===== src/verilog/uif_pkg.sv =====
// USB function interrupt flag block: shared constants and carrier types.
// Assumes a 40 MHz hclk and registers reached as 32-bit AHB-Lite words.
package uif_pkg;

   // ----------------------------------------------------------------
   // register indices and byte addresses (byte address = 4 * index)
   // ----------------------------------------------------------------
   localparam int IDX_IN_FLAGS = 2;
   localparam int IDX_OUT_FLAGS = 4;
   localparam int IDX_BUS_FLAGS = 6;
   localparam int IDX_IN_EN = 7;
   localparam int IDX_OUT_EN = 9;
   localparam int IDX_BUS_EN = 11;
   localparam int IDX_CTRL = 16;
   localparam int IDX_FLAG_CLR = 17;
   localparam logic [7:0] ADDR_IN_FLAGS = 8'(4 * IDX_IN_FLAGS);
   localparam logic [7:0] ADDR_OUT_FLAGS = 8'(4 * IDX_OUT_FLAGS);
   localparam logic [7:0] ADDR_BUS_FLAGS = 8'(4 * IDX_BUS_FLAGS);
   localparam logic [7:0] ADDR_IN_EN = 8'(4 * IDX_IN_EN);
   localparam logic [7:0] ADDR_OUT_EN = 8'(4 * IDX_OUT_EN);
   localparam logic [7:0] ADDR_BUS_EN = 8'(4 * IDX_BUS_EN);
   localparam logic [7:0] ADDR_CTRL = 8'(4 * IDX_CTRL);
   localparam logic [7:0] ADDR_FLAG_CLR = 8'(4 * IDX_FLAG_CLR);

   // ----------------------------------------------------------------
   // field positions and reset values
   // ----------------------------------------------------------------
   localparam int BUS_SOF_BIT = 3;
   localparam int BUS_RESET_BIT = 2;
   localparam int BUS_WAKE_BIT = 1;
   localparam int BUS_SLEEP_BIT = 0;
   localparam int CTRL_SLEEP_EN_BIT = 0;
   localparam int CLR_IN_LSB = 0;
   localparam int CLR_OUT_LSB = 9;
   localparam int CLR_BUS_LSB = 16;
   localparam logic [3:0] IN_EN_RST = 4'hF;
   localparam logic [2:0] OUT_EN_RST = 3'h7;
   localparam logic [3:0] BUS_EN_RST = 4'h6;
   localparam logic SLEEP_EN_RST = 1'h0;

   // ----------------------------------------------------------------
   // timing
   // ----------------------------------------------------------------
   localparam int CLK_PERIOD_NS = 25;
   localparam int FRAME_NS = 1000000;
   localparam int SOF_SLACK_NS = 2000;
   localparam int SOF_WAIT_CYC = (FRAME_NS + SOF_SLACK_NS) / CLK_PERIOD_NS;

   // ----------------------------------------------------------------
   // types
   // ----------------------------------------------------------------
   typedef struct packed {
      logic sof_token;
      logic bus_reset;
      logic resume;
      logic suspend;
   } uif_bus_evt_t;

   typedef struct packed {
      logic valid;
      logic write;
      logic [7:0] addr;
   } uif_aphase_t;

   typedef enum logic {
      SOF_IDLE = 1'b0,
      SOF_TRACK = 1'b1
   } uif_sof_state_t;

endpackage


===== src/verilog/uif_irq_flags.sv =====
// USB function interrupt flag registers behind an AHB-Lite slave.
// Assumes endpoint engines and the serial engine deliver one-cycle event
// pulses on hclk, and a single AHB-Lite master with word transfers.
//
// What this block does
// IN flags: control endpoint bit0, endpoints bits1-3
// reading IN flags clears them all
// OUT flags bits1-3, bit0 reads zero
// reading OUT flags clears them all
// frame-start token sets bus flag bit3
// frame-start tick filled in when token missed
// bus reset detection sets bit2
// resume sets bit1 only while suspended
// suspend sets bit0 only if detection enabled
// reading bus flags clears all four
// bits 7:4 read zero, writes ignored
// interrupt raised while any enabled flag pending
// IN enables at index 0x07, same layout
// flags reset zero, event beats clearing read
// software keeps each value it read
//
// The AHB-Lite interface to the registers was left to the implementer.
`timescale 1ns/1ps
`default_nettype none
module uif_irq_flags #(
   parameter int unsigned SOF_WAIT_CYCLES = uif_pkg::SOF_WAIT_CYC
) (
   input wire logic hclk, // system clock, 40 MHz
   input wire logic hresetn, // async reset, active low
   input wire logic hsel, // slave select
   input wire logic [31:0] haddr, // byte address
   input wire logic [1:0] htrans, // transfer type
   input wire logic hwrite, // write when high
   input wire logic [2:0] hsize, // word transfers only
   input wire logic [31:0] hwdata, // write data
   input wire logic hready, // bus ready
   output logic [31:0] hrdata, // read data
   output logic hreadyout, // always ready
   output logic hresp, // always okay
   input wire logic [3:0] in_ep_evt, // control and IN endpoint 1-3 pulses
   input wire logic [2:0] out_ep_evt, // OUT endpoint 1-3 event pulses
   input wire uif_pkg::uif_bus_evt_t bus_evt, // serial engine bus events
   input wire logic suspend_mode, // controller is suspended
   output logic sleep_detect_enable, // suspend detection enabled
   output logic usb_irq // interrupt request, active high
);
   // ----------------------------------------------------------------
   // state
   // ----------------------------------------------------------------
   uif_pkg::uif_aphase_t aph_r;
   uif_pkg::uif_aphase_t aph_nxt;
   logic [31:0] hrdata_r;
   logic [31:0] hrdata_nxt;
   logic [3:0] in_en_r;
   logic [3:0] in_en_nxt;
   logic [2:0] out_en_r;
   logic [2:0] out_en_nxt;
   logic [3:0] bus_en_r;
   logic [3:0] bus_en_nxt;
   logic sleep_en_r;
   logic sleep_en_nxt;
   logic irq_r;
   logic irq_nxt;

   logic [3:0] in_flags;
   logic [2:0] out_flags;
   logic [3:0] bus_flags;
   logic [3:0] in_set;
   logic [2:0] out_set;
   logic [3:0] bus_set;
   logic [3:0] in_clr;
   logic [2:0] out_clr;
   logic [3:0] bus_clr;
   logic rd_take;
   logic wr_now;
   logic clr_wr;
   logic sof_tick;
   logic [7:0] a_lo;

   assign a_lo = haddr[7:0];
   assign rd_take = hsel && htrans[1] && hready && !hwrite;
   assign wr_now = aph_r.valid && aph_r.write;
   assign clr_wr = wr_now && (aph_r.addr == uif_pkg::ADDR_FLAG_CLR);

   // ----------------------------------------------------------------
   // event sources
   // ----------------------------------------------------------------
   uif_sof_timer #(
      .WAIT_CYC(SOF_WAIT_CYCLES)
   ) u_sof (
      .clk(hclk),
      .rstn(hresetn),
      .sof_token(bus_evt.sof_token),
      .stop(bus_evt.bus_reset || bus_evt.suspend),
      .tick(sof_tick)
   );

   always_comb begin
      in_set = in_ep_evt;
      out_set = out_ep_evt;
      bus_set = '0;
      bus_set[uif_pkg::BUS_SOF_BIT] = sof_tick;
      bus_set[uif_pkg::BUS_RESET_BIT] = bus_evt.bus_reset;
      bus_set[uif_pkg::BUS_WAKE_BIT] = bus_evt.resume && suspend_mode;
      bus_set[uif_pkg::BUS_SLEEP_BIT] = bus_evt.suspend && sleep_en_r;
   end

   // clears act on the address phase of a read, so the data phase returns
   // the value from before the clear; writes to a flag word are ignored
   always_comb begin
      in_clr = {4{rd_take && (a_lo == uif_pkg::ADDR_IN_FLAGS)}};
      out_clr = {3{rd_take && (a_lo == uif_pkg::ADDR_OUT_FLAGS)}};
      bus_clr = {4{rd_take && (a_lo == uif_pkg::ADDR_BUS_FLAGS)}};
      if (clr_wr) begin
         in_clr = in_clr | hwdata[uif_pkg::CLR_IN_LSB +: 4];
         out_clr = out_clr | hwdata[uif_pkg::CLR_OUT_LSB +: 3];
         bus_clr = bus_clr | hwdata[uif_pkg::CLR_BUS_LSB +: 4];
      end
   end

   // each bank lets a same-cycle set win over its clear
   uif_flag_bank #(.W(4)) u_in_bank (
      .clk(hclk),
      .rstn(hresetn),
      .set(in_set),
      .clr(in_clr),
      .flags(in_flags)
   );

   uif_flag_bank #(.W(3)) u_out_bank (
      .clk(hclk),
      .rstn(hresetn),
      .set(out_set),
      .clr(out_clr),
      .flags(out_flags)
   );

   uif_flag_bank #(.W(4)) u_bus_bank (
      .clk(hclk),
      .rstn(hresetn),
      .set(bus_set),
      .clr(bus_clr),
      .flags(bus_flags)
   );

   // ----------------------------------------------------------------
   // bus slave
   // ----------------------------------------------------------------
   // zero wait states: read data is registered at the address phase
   always_comb begin
      aph_nxt.valid = hsel && htrans[1] && hready;
      aph_nxt.write = hwrite;
      aph_nxt.addr = a_lo;
      hrdata_nxt = 32'h00000000;
      if (rd_take) begin
         unique case (a_lo)
            uif_pkg::ADDR_IN_FLAGS: hrdata_nxt = {28'h0000000, in_flags};
            uif_pkg::ADDR_OUT_FLAGS: hrdata_nxt = {28'h0000000, out_flags, 1'b0};
            uif_pkg::ADDR_BUS_FLAGS: hrdata_nxt = {28'h0000000, bus_flags};
            uif_pkg::ADDR_IN_EN: hrdata_nxt = {28'h0000000, in_en_r};
            uif_pkg::ADDR_OUT_EN: hrdata_nxt = {28'h0000000, out_en_r, 1'b0};
            uif_pkg::ADDR_BUS_EN: hrdata_nxt = {28'h0000000, bus_en_r};
            uif_pkg::ADDR_CTRL: hrdata_nxt = {31'h0, sleep_en_r};
            default: hrdata_nxt = 32'h00000000;
         endcase
      end
   end

   always_comb begin
      in_en_nxt = in_en_r;
      out_en_nxt = out_en_r;
      bus_en_nxt = bus_en_r;
      sleep_en_nxt = sleep_en_r;
      if (wr_now) begin
         unique case (aph_r.addr)
            uif_pkg::ADDR_IN_EN: in_en_nxt = hwdata[3:0];
            uif_pkg::ADDR_OUT_EN: out_en_nxt = hwdata[3:1];
            uif_pkg::ADDR_BUS_EN: bus_en_nxt = hwdata[3:0];
            uif_pkg::ADDR_CTRL: sleep_en_nxt = hwdata[uif_pkg::CTRL_SLEEP_EN_BIT];
            default: ;
         endcase
      end
   end

   // ----------------------------------------------------------------
   // interrupt
   // ----------------------------------------------------------------
   // flags gated by their enables; all enables at one give any-flag irq
   always_comb begin
      irq_nxt = |(in_flags & in_en_r) | |(out_flags & out_en_r) |
                |(bus_flags & bus_en_r);
   end

   always_ff @(posedge hclk or negedge hresetn) begin
      if (!hresetn) begin
         aph_r <= '0;
         hrdata_r <= 32'h00000000;
         in_en_r <= uif_pkg::IN_EN_RST;
         out_en_r <= uif_pkg::OUT_EN_RST;
         bus_en_r <= uif_pkg::BUS_EN_RST;
         sleep_en_r <= uif_pkg::SLEEP_EN_RST;
         irq_r <= 1'b0;
      end else begin
         aph_r <= aph_nxt;
         hrdata_r <= hrdata_nxt;
         in_en_r <= in_en_nxt;
         out_en_r <= out_en_nxt;
         bus_en_r <= bus_en_nxt;
         sleep_en_r <= sleep_en_nxt;
         irq_r <= irq_nxt;
      end
   end

   assign hrdata = hrdata_r;
   assign hreadyout = 1'b1;
   assign hresp = 1'b0;
   assign sleep_detect_enable = sleep_en_r;
   assign usb_irq = irq_r;
endmodule
`default_nettype wire


===== src/verilog/uif_flag_bank.sv =====
// Bank of sticky pending flags with a per-bit clear.
// Assumes set and clear pulses come from logic on the same clock.
`timescale 1ns/1ps
`default_nettype none
module uif_flag_bank #(
   parameter int W = 4
) (
   input wire logic clk, // system clock
   input wire logic rstn, // async reset, active low
   input wire logic [W-1:0] set, // one-cycle event pulses
   input wire logic [W-1:0] clr, // one-cycle clear pulses
   output logic [W-1:0] flags // pending flags
);
   logic [W-1:0] flags_r;
   logic [W-1:0] flags_nxt;

   // set beats clear so an event landing on a clearing read is kept
   always_comb begin
      flags_nxt = (flags_r & ~clr) | set;
   end

   always_ff @(posedge clk or negedge rstn) begin
      if (!rstn) begin
         flags_r <= '0;
      end else begin
         flags_r <= flags_nxt;
      end
   end

   assign flags = flags_r;
endmodule
`default_nettype wire


===== src/verilog/uif_sof_timer.sv =====
// Frame-start tick generator: passes real frame-start tokens through and
// fills in a tick when an expected token fails to arrive.
// Assumes sof_token and stop are one-cycle pulses on the same clock.
`timescale 1ns/1ps
`default_nettype none
module uif_sof_timer #(
   parameter int unsigned WAIT_CYC = 40080
) (
   input wire logic clk, // system clock
   input wire logic rstn, // async reset, active low
   input wire logic sof_token, // good frame-start token seen
   input wire logic stop, // bus reset or suspend: stop filling in
   output logic tick // one-cycle frame-start pulse
);
   localparam int CW = $clog2(WAIT_CYC + 1);
   localparam logic [CW-1:0] LAST = CW'(WAIT_CYC - 1);

   uif_pkg::uif_sof_state_t state_r;
   uif_pkg::uif_sof_state_t state_nxt;
   logic [CW-1:0] cnt_r;
   logic [CW-1:0] cnt_nxt;
   logic tick_r;
   logic tick_nxt;

   // no filling in until a first real token gives the frame phase
   always_comb begin
      state_nxt = state_r;
      cnt_nxt = cnt_r;
      tick_nxt = 1'b0;
      unique case (state_r)
         uif_pkg::SOF_IDLE: begin
            if (sof_token) begin
               state_nxt = uif_pkg::SOF_TRACK;
               cnt_nxt = '0;
               tick_nxt = 1'b1;
            end
         end
         uif_pkg::SOF_TRACK: begin
            if (stop) begin
               state_nxt = uif_pkg::SOF_IDLE;
               cnt_nxt = '0;
               // a real token on the stop cycle must still reach its flag
               tick_nxt = sof_token;
            end else if (sof_token) begin
               cnt_nxt = '0;
               tick_nxt = 1'b1;
            end else if (cnt_r == LAST) begin
               cnt_nxt = '0;
               tick_nxt = 1'b1;
            end else begin
               cnt_nxt = cnt_r + CW'(1);
            end
         end
      endcase
   end

   always_ff @(posedge clk or negedge rstn) begin
      if (!rstn) begin
         state_r <= uif_pkg::SOF_IDLE;
         cnt_r <= '0;
         tick_r <= 1'b0;
      end else begin
         state_r <= state_nxt;
         cnt_r <= cnt_nxt;
         tick_r <= tick_nxt;
      end
   end

   assign tick = tick_r;
endmodule
`default_nettype wire


===== config.mk =====
export PLATFORM = sky130hd
export DESIGN_NAME = uif_irq_flags
export DESIGN_NICKNAME = d
export VERILOG_FILES = /design/src/verilog/uif_pkg.sv /design/src/verilog/uif_irq_flags.sv /design/src/verilog/uif_flag_bank.sv /design/src/verilog/uif_sof_timer.sv
export SDC_FILE = /design/constraint.sdc
export NUM_CORES = 1
export LEC_CHECK = 0
export BUFFER_PORTS_ARGS = -buffer_cell sky130_fd_sc_hd__buf_2
export CELL_PAD_IN_SITES_DETAIL_PLACEMENT = 0
export CELL_PAD_IN_SITES_GLOBAL_PLACEMENT = 1
export CORE_ASPECT_RATIO = 1.25
export CORE_MARGIN = 8
export CORE_UTILIZATION = 33
export DETAILED_ROUTE_END_ITERATION = 16
export GPL_TIMING_DRIVEN = 0
export PLACE_DENSITY = 0.76
export SKIP_CTS_REPAIR_TIMING = 1
export SLEW_MARGIN = 20
export SYNTH_ARGS = -nofsm -noshare
export SYNTH_HDL_FRONTEND = slang
export SYNTH_SLANG_ARGS = --single-unit

===== constraint.sdc =====
create_clock -name hclk -period 1.7 [get_ports hclk]
set_input_delay 0.17 -clock hclk [delete_from_list [all_inputs] [get_ports hclk]]
set_output_delay 0.17 -clock hclk [all_outputs]
set_load 0.005 [all_outputs]

**Word level (Yosys, flattened, before mapping)**

Index checks and enable logic that the tools add are counted.

- $add $sub $neg: 1
- Eq/ne operators: 14
- Multiplexer cells: 17
- Bitwise gates (word level): 18
- Reduce and logical (&&, ||, !) cells: 19

Operators with widths:

| operator | number |
|---|---|
| 16-bit two-way mux | 4 |
| 8-bit by 5-bit equality test with 1-bit output (second input constant) | 4 |
| 8-bit by 6-bit equality test with 1-bit output (second input constant) | 4 |
| 16-bit case mux with 2 select lines | 1 |
| 4-bit case mux with 7 select lines | 1 |
| 8-bit by 7-bit equality test with 1-bit output (second input constant) | 3 |
| 16-bit by 1-bit adder with 16-bit output (second input constant) | 1 |
| 4-bit bitwise AND | 4 |
| 16-bit equality test (second input constant) | 1 |
| 4-bit bitwise OR | 4 |
| 4-bit two-way mux | 3 |
| 1-bit logical AND | 10 |
| 8-bit by 4-bit equality test with 1-bit output (second input constant) | 1 |
| 4-bit NOT | 2 |
| 2-bit AND reduction | 4 |
| 4-bit OR reduction | 2 |
| 3-bit bitwise AND | 2 |
| 3-bit bitwise OR | 2 |
| 1-bit two-way mux | 5 |
| 1-bit case mux with 2 select lines | 2 |
| 3-bit two-way mux | 1 |
| 3-bit NOT | 1 |
| 3-bit OR reduction | 1 |
| 2-bit != test (second input constant) | 1 |
| 4 further kinds | 5 |

- Flip-flop bits (word level): 84
- Input port bits: 86
- Word-level logic and storage cells: 84

**Logic depth before layout (Yosys ltp)**

- Depth after elaboration: 9
- Mapped depth: 6

**Cells and area by module**

A second synthesis with hierarchy kept.

- Cell total of the unflattened synthesis: 305
- Area total of the unflattened synthesis: 3136.8 um^2

Modules (own cells, without submodules):

| module | instances | cells an instance | area an instance (um^2) |
|---|---|---|---|
| uif_irq_flags | 1 | 167 | 1700.4 |
| uif_sof_timer | 1 | 105 | 1037.2 |
| uif_flag_bank (u_bus_bank ...) | 2 | 12 | 145.1 |
| uif_flag_bank (u_out_bank) | 1 | 9 | 108.9 |

**Worst setup path before layout**

OpenSTA, ideal clock, no wires.

- Path kind: register -> register
- From: reg u_sof.cnt_r[0]
- To: reg u_sof.cnt_r[14]
- Data arrival time: 1.585 ns
- Data required time: 1.618 ns
- Slack: 0.033 ns
- Stages on the path, launching flop included: 6
- Buffers on the path: 0
- Clock period less this slack: 1.667 ns
- Cell sequence: dfrtp_1 -> ha_1 -> and4_1 -> nand4_1 -> or4b_1 -> a31oi_1

- Longest elaborated chain between the ends: 5

RTL lines:

| what | RTL line | RTL |
|---|---|---|
| start: declaration | uif_sof_timer.sv:20 | `logic [CW-1:0] cnt_r;` |
| start signal: assignment | uif_sof_timer.sv:64 | `cnt_r <= cnt_nxt;` |
| 16-bit by 1-bit adder with 16-bit output / 16-bit equality test (equally long branches) | uif_sof_timer.sv:51, uif_sof_timer.sv:47 |  |
| 16-bit two-way mux (*) | uif_sof_timer.sv:47 | `end else if (cnt_r == LAST) begin` |
| 16-bit two-way mux (*) | uif_sof_timer.sv:44 | `end else if (sof_token) begin` |
| 16-bit two-way mux (*) | uif_sof_timer.sv:39 | `if (stop) begin` |
| 16-bit case mux with 2 select lines (*) | uif_sof_timer.sv:30 | `unique case (state_r)` |

Every way passes the cells marked *; elsewhere a longest branch is shown, timed or not.
A chain may end at the register's enable or synchronous reset.

**Final worst setup path**

Ends and elaborated chain as after synthesis.

==> qor.csv <==
metric,value,unit
largest net degree at the start of global routing,57,
layout cell share with drive strength beyond 1,37.8,%
via count,2539,
Worst-path clk slew,0.07,ns
setup ws final,0.00709,ns
status,completed,
Peak Freq,0.591,GHz
Synth Area per Inst,10.4,sq um
Cells after Synth,292,
total power,2.93,mW
hold crit path type,in -> reg,
Peak VDD IR,432,uV
H-tree Lvls,2,
YS warnings,0,
Core Box Area,0.00903,sq mm
Inserted Diodes,0,
clock root cell,clkbuf_16,
Final Instance Area,0.00383,sq mm
crit end category,flop,
Die W,102,microns
Final Setup Violations,0,
Synth cell types,53,
RSZ-0062 raised after global routing,true,
hold slack final,0.00702,ns
routability-driven placement congestion ratio,0.833,
number of max-cap violations,0,
Fin. Hold Viols,0,
clock sink count,56,
Avg WL per Cell,15.7,microns
Worst Path Arrival,1.91,ns
Tcrit/Tclk final,99.6,%
vias in the first global route,2494,
Site Rows,39,
area delta synth->final,26.1,%
GRT Util Overall,12.6,%
gr ovfl total,0,
worst-case clock buffer depth,2,
Post-DP Area,0.00351,sq mm
Final Critical Period,1.69,ns
r2r setup slk,0.007,ns
crit path max fanout,5,
Final Max Slew Viols,0,
Detail Placement HPWL,5850,microns
clock latency at the later pin of the worst-skew pair,0.29,ns
Detailed Route Iter0 Violations,106,
first-pass GRT wire length,12600,microns
count of antenna-violating nets left after detailed routing,0,
Max Clock Skew,0.00444,ns
CTS Buf Count,5,
die area,0.0125,sq mm
TritonCTS clock tree,done,
power density cells,765,mW/mm^2
# DRC,0,
ys flop type,dfrtp_1,
Slew @ Worst Pin,0.699,ns
I/O Buffers,42,
register area share after synthesis,46.5,%
chip height,123,microns
Startpoint Class,flop,
vias per cell,5.07,
Post-synth EDFFs,0,
P_leak,1.59,nW
critical path class,reg -> reg,
post-synthesis sequential element count,56,
Initial Util,33.6,%
Slew HR,53.4,%
Setup WS pre-CTS,-0.191,ns
Layout fillers,880,
antenna violations before repair,0,
async set or reset register ratio after synthesis,100,%
first drt pass iteration count,4,
WP data required,1.92,ns
Post-Route Setup TNS,0,ns
DRT Wirelength,7860,microns
# nets final,464,
I/O pins,122,
mapped cell area,0.00304,sq mm
worst max-delay path, cell delays in order, from the launching register on:
cell     delay [ns]
dfrtp_1        0.42
ha_2           0.23
and4_4         0.19
nand4_1        0.18
or4b_1         0.46
a31oi_1        0.13
metal layers:
layer  track usage [%]  part of all wire [%]  vias to the layer above
met5                 0                     0                        -
met4              4.30                   1.9                        0
met3              3.04                   4.4                       11
met2              22.3                    54                       55
met1              14.6                    40                     1249
li1                  -                     -                     1224
cell usage after synthesis, types with 6 or more instances:
| library cell | number | share of area [%] |
|---|---|---|
| mux2_2 | 13 | 4.8 |
| nand3_1 | 13 | 2.1 |
| nor2_1 | 7 | 0.87 |
| buf_4 | 33 | 8.2 |
| nand2_1 | 25 | 3.1 |
| o21ai_0 | 12 | 2.0 |
| a31oi_1 | 16 | 3.3 |
| dfrtp_1 | 47 | 39 |
| nor3_1 | 6 | 0.99 |
| dfstp_2 | 9 | 7.8 |
| nand4_1 | 8 | 1.6 |
| a31o_2 | 9 | 2.6 |
final timing paths:
| kind | startpoint | to | depth (start not counted) |
|---|---|---|---|
| worst min register to register | u_sof.tick | u_bus_bank.flags[3] | 1 |
| worst min-delay path | hwrite | aph_r[8] | 1 |
| max in group asynchronous | hresetn | u_sof.cnt_r[2] | 2 |
| worst max register to register | u_sof.cnt_r[0] | u_sof.cnt_r[14] | 5 |
| min in group asynchronous | hresetn | aph_r[4] | 2 |
| worst max-delay path | u_sof.cnt_r[0] | u_sof.cnt_r[14] | 5 |
cell type report:
cell class / instances / area, sq um / area share [%]
tap: 123 / 154 / 4.02
clock buffer: 7 / 153 / 3.99
inverter: 3 / 11.3 / 0.294
timing repair buffer: 50 / 280 / 7.32
multi-input combinational: 220 / 1480 / 38.6
clock inverter: 1 / 30.0 / 0.785
sequential: 56 / 1410 / 36.9
buffer: 41 / 307 / 8.01
flip-flops by register name, indices dropped and copies added (netlist names), 3 cells and up:
name / cells
u_out_bank.flags: 3
bus_en_r: 4
in_en_r: 4
u_bus_bank.flags: 4
out_en_r: 3
hrdata: 4
u_in_bank.flags: 4
aph_r: 10
u_sof.cnt_r: 16
power by group:
part           internal [mW]  leakage [nW]  switching (mW)  total, mW
logic                  0.139         0.842           0.148      0.287
clock network          0.776        0.0901           0.464       1.24
registers               1.37         0.654          0.0285       1.40
total                   2.29          1.59           0.640       2.93
placed cells by master (no fill, tap or decap), types with 4 or more instances in the layout:
master,synthesis,routed
conb_1,2,30
o21ai_0,12,11
dfrtp_1,47,46
clkbuf_16,0,5
nor3_1,6,6
nand3b_1,4,4
a31o_2,9,9
a31oi_1,16,16
dfstp_2,9,9
nor2_1,7,7
nand3_1,13,13
nand4_1,8,8
buf_4,33,40
and3_1,5,5
mux2_2,13,13
o211ai_1,5,5
buf_2,3,43
nand2_1,25,24
logic make-up after synthesis:
kind of cell               share of synthesized area, %
adders and majority gates                         0.412
AOI/OAI and AO/OA                                  15.9
xor gates and xnor gates                          0.289
DFF                                                46.5
and+or+nand+nor                                    20.7
muxes                                              5.81
other                                             0.247
buffers and inverters                              10.1
stage by stage:
stage	cells	util, %
floorplan	320	-
global placement	485	38.8
detailed placement	485	38.8
CTS	493	40.9
global route	501	42.4
finish	501	42.4
(Power assumes the default switching activity.)
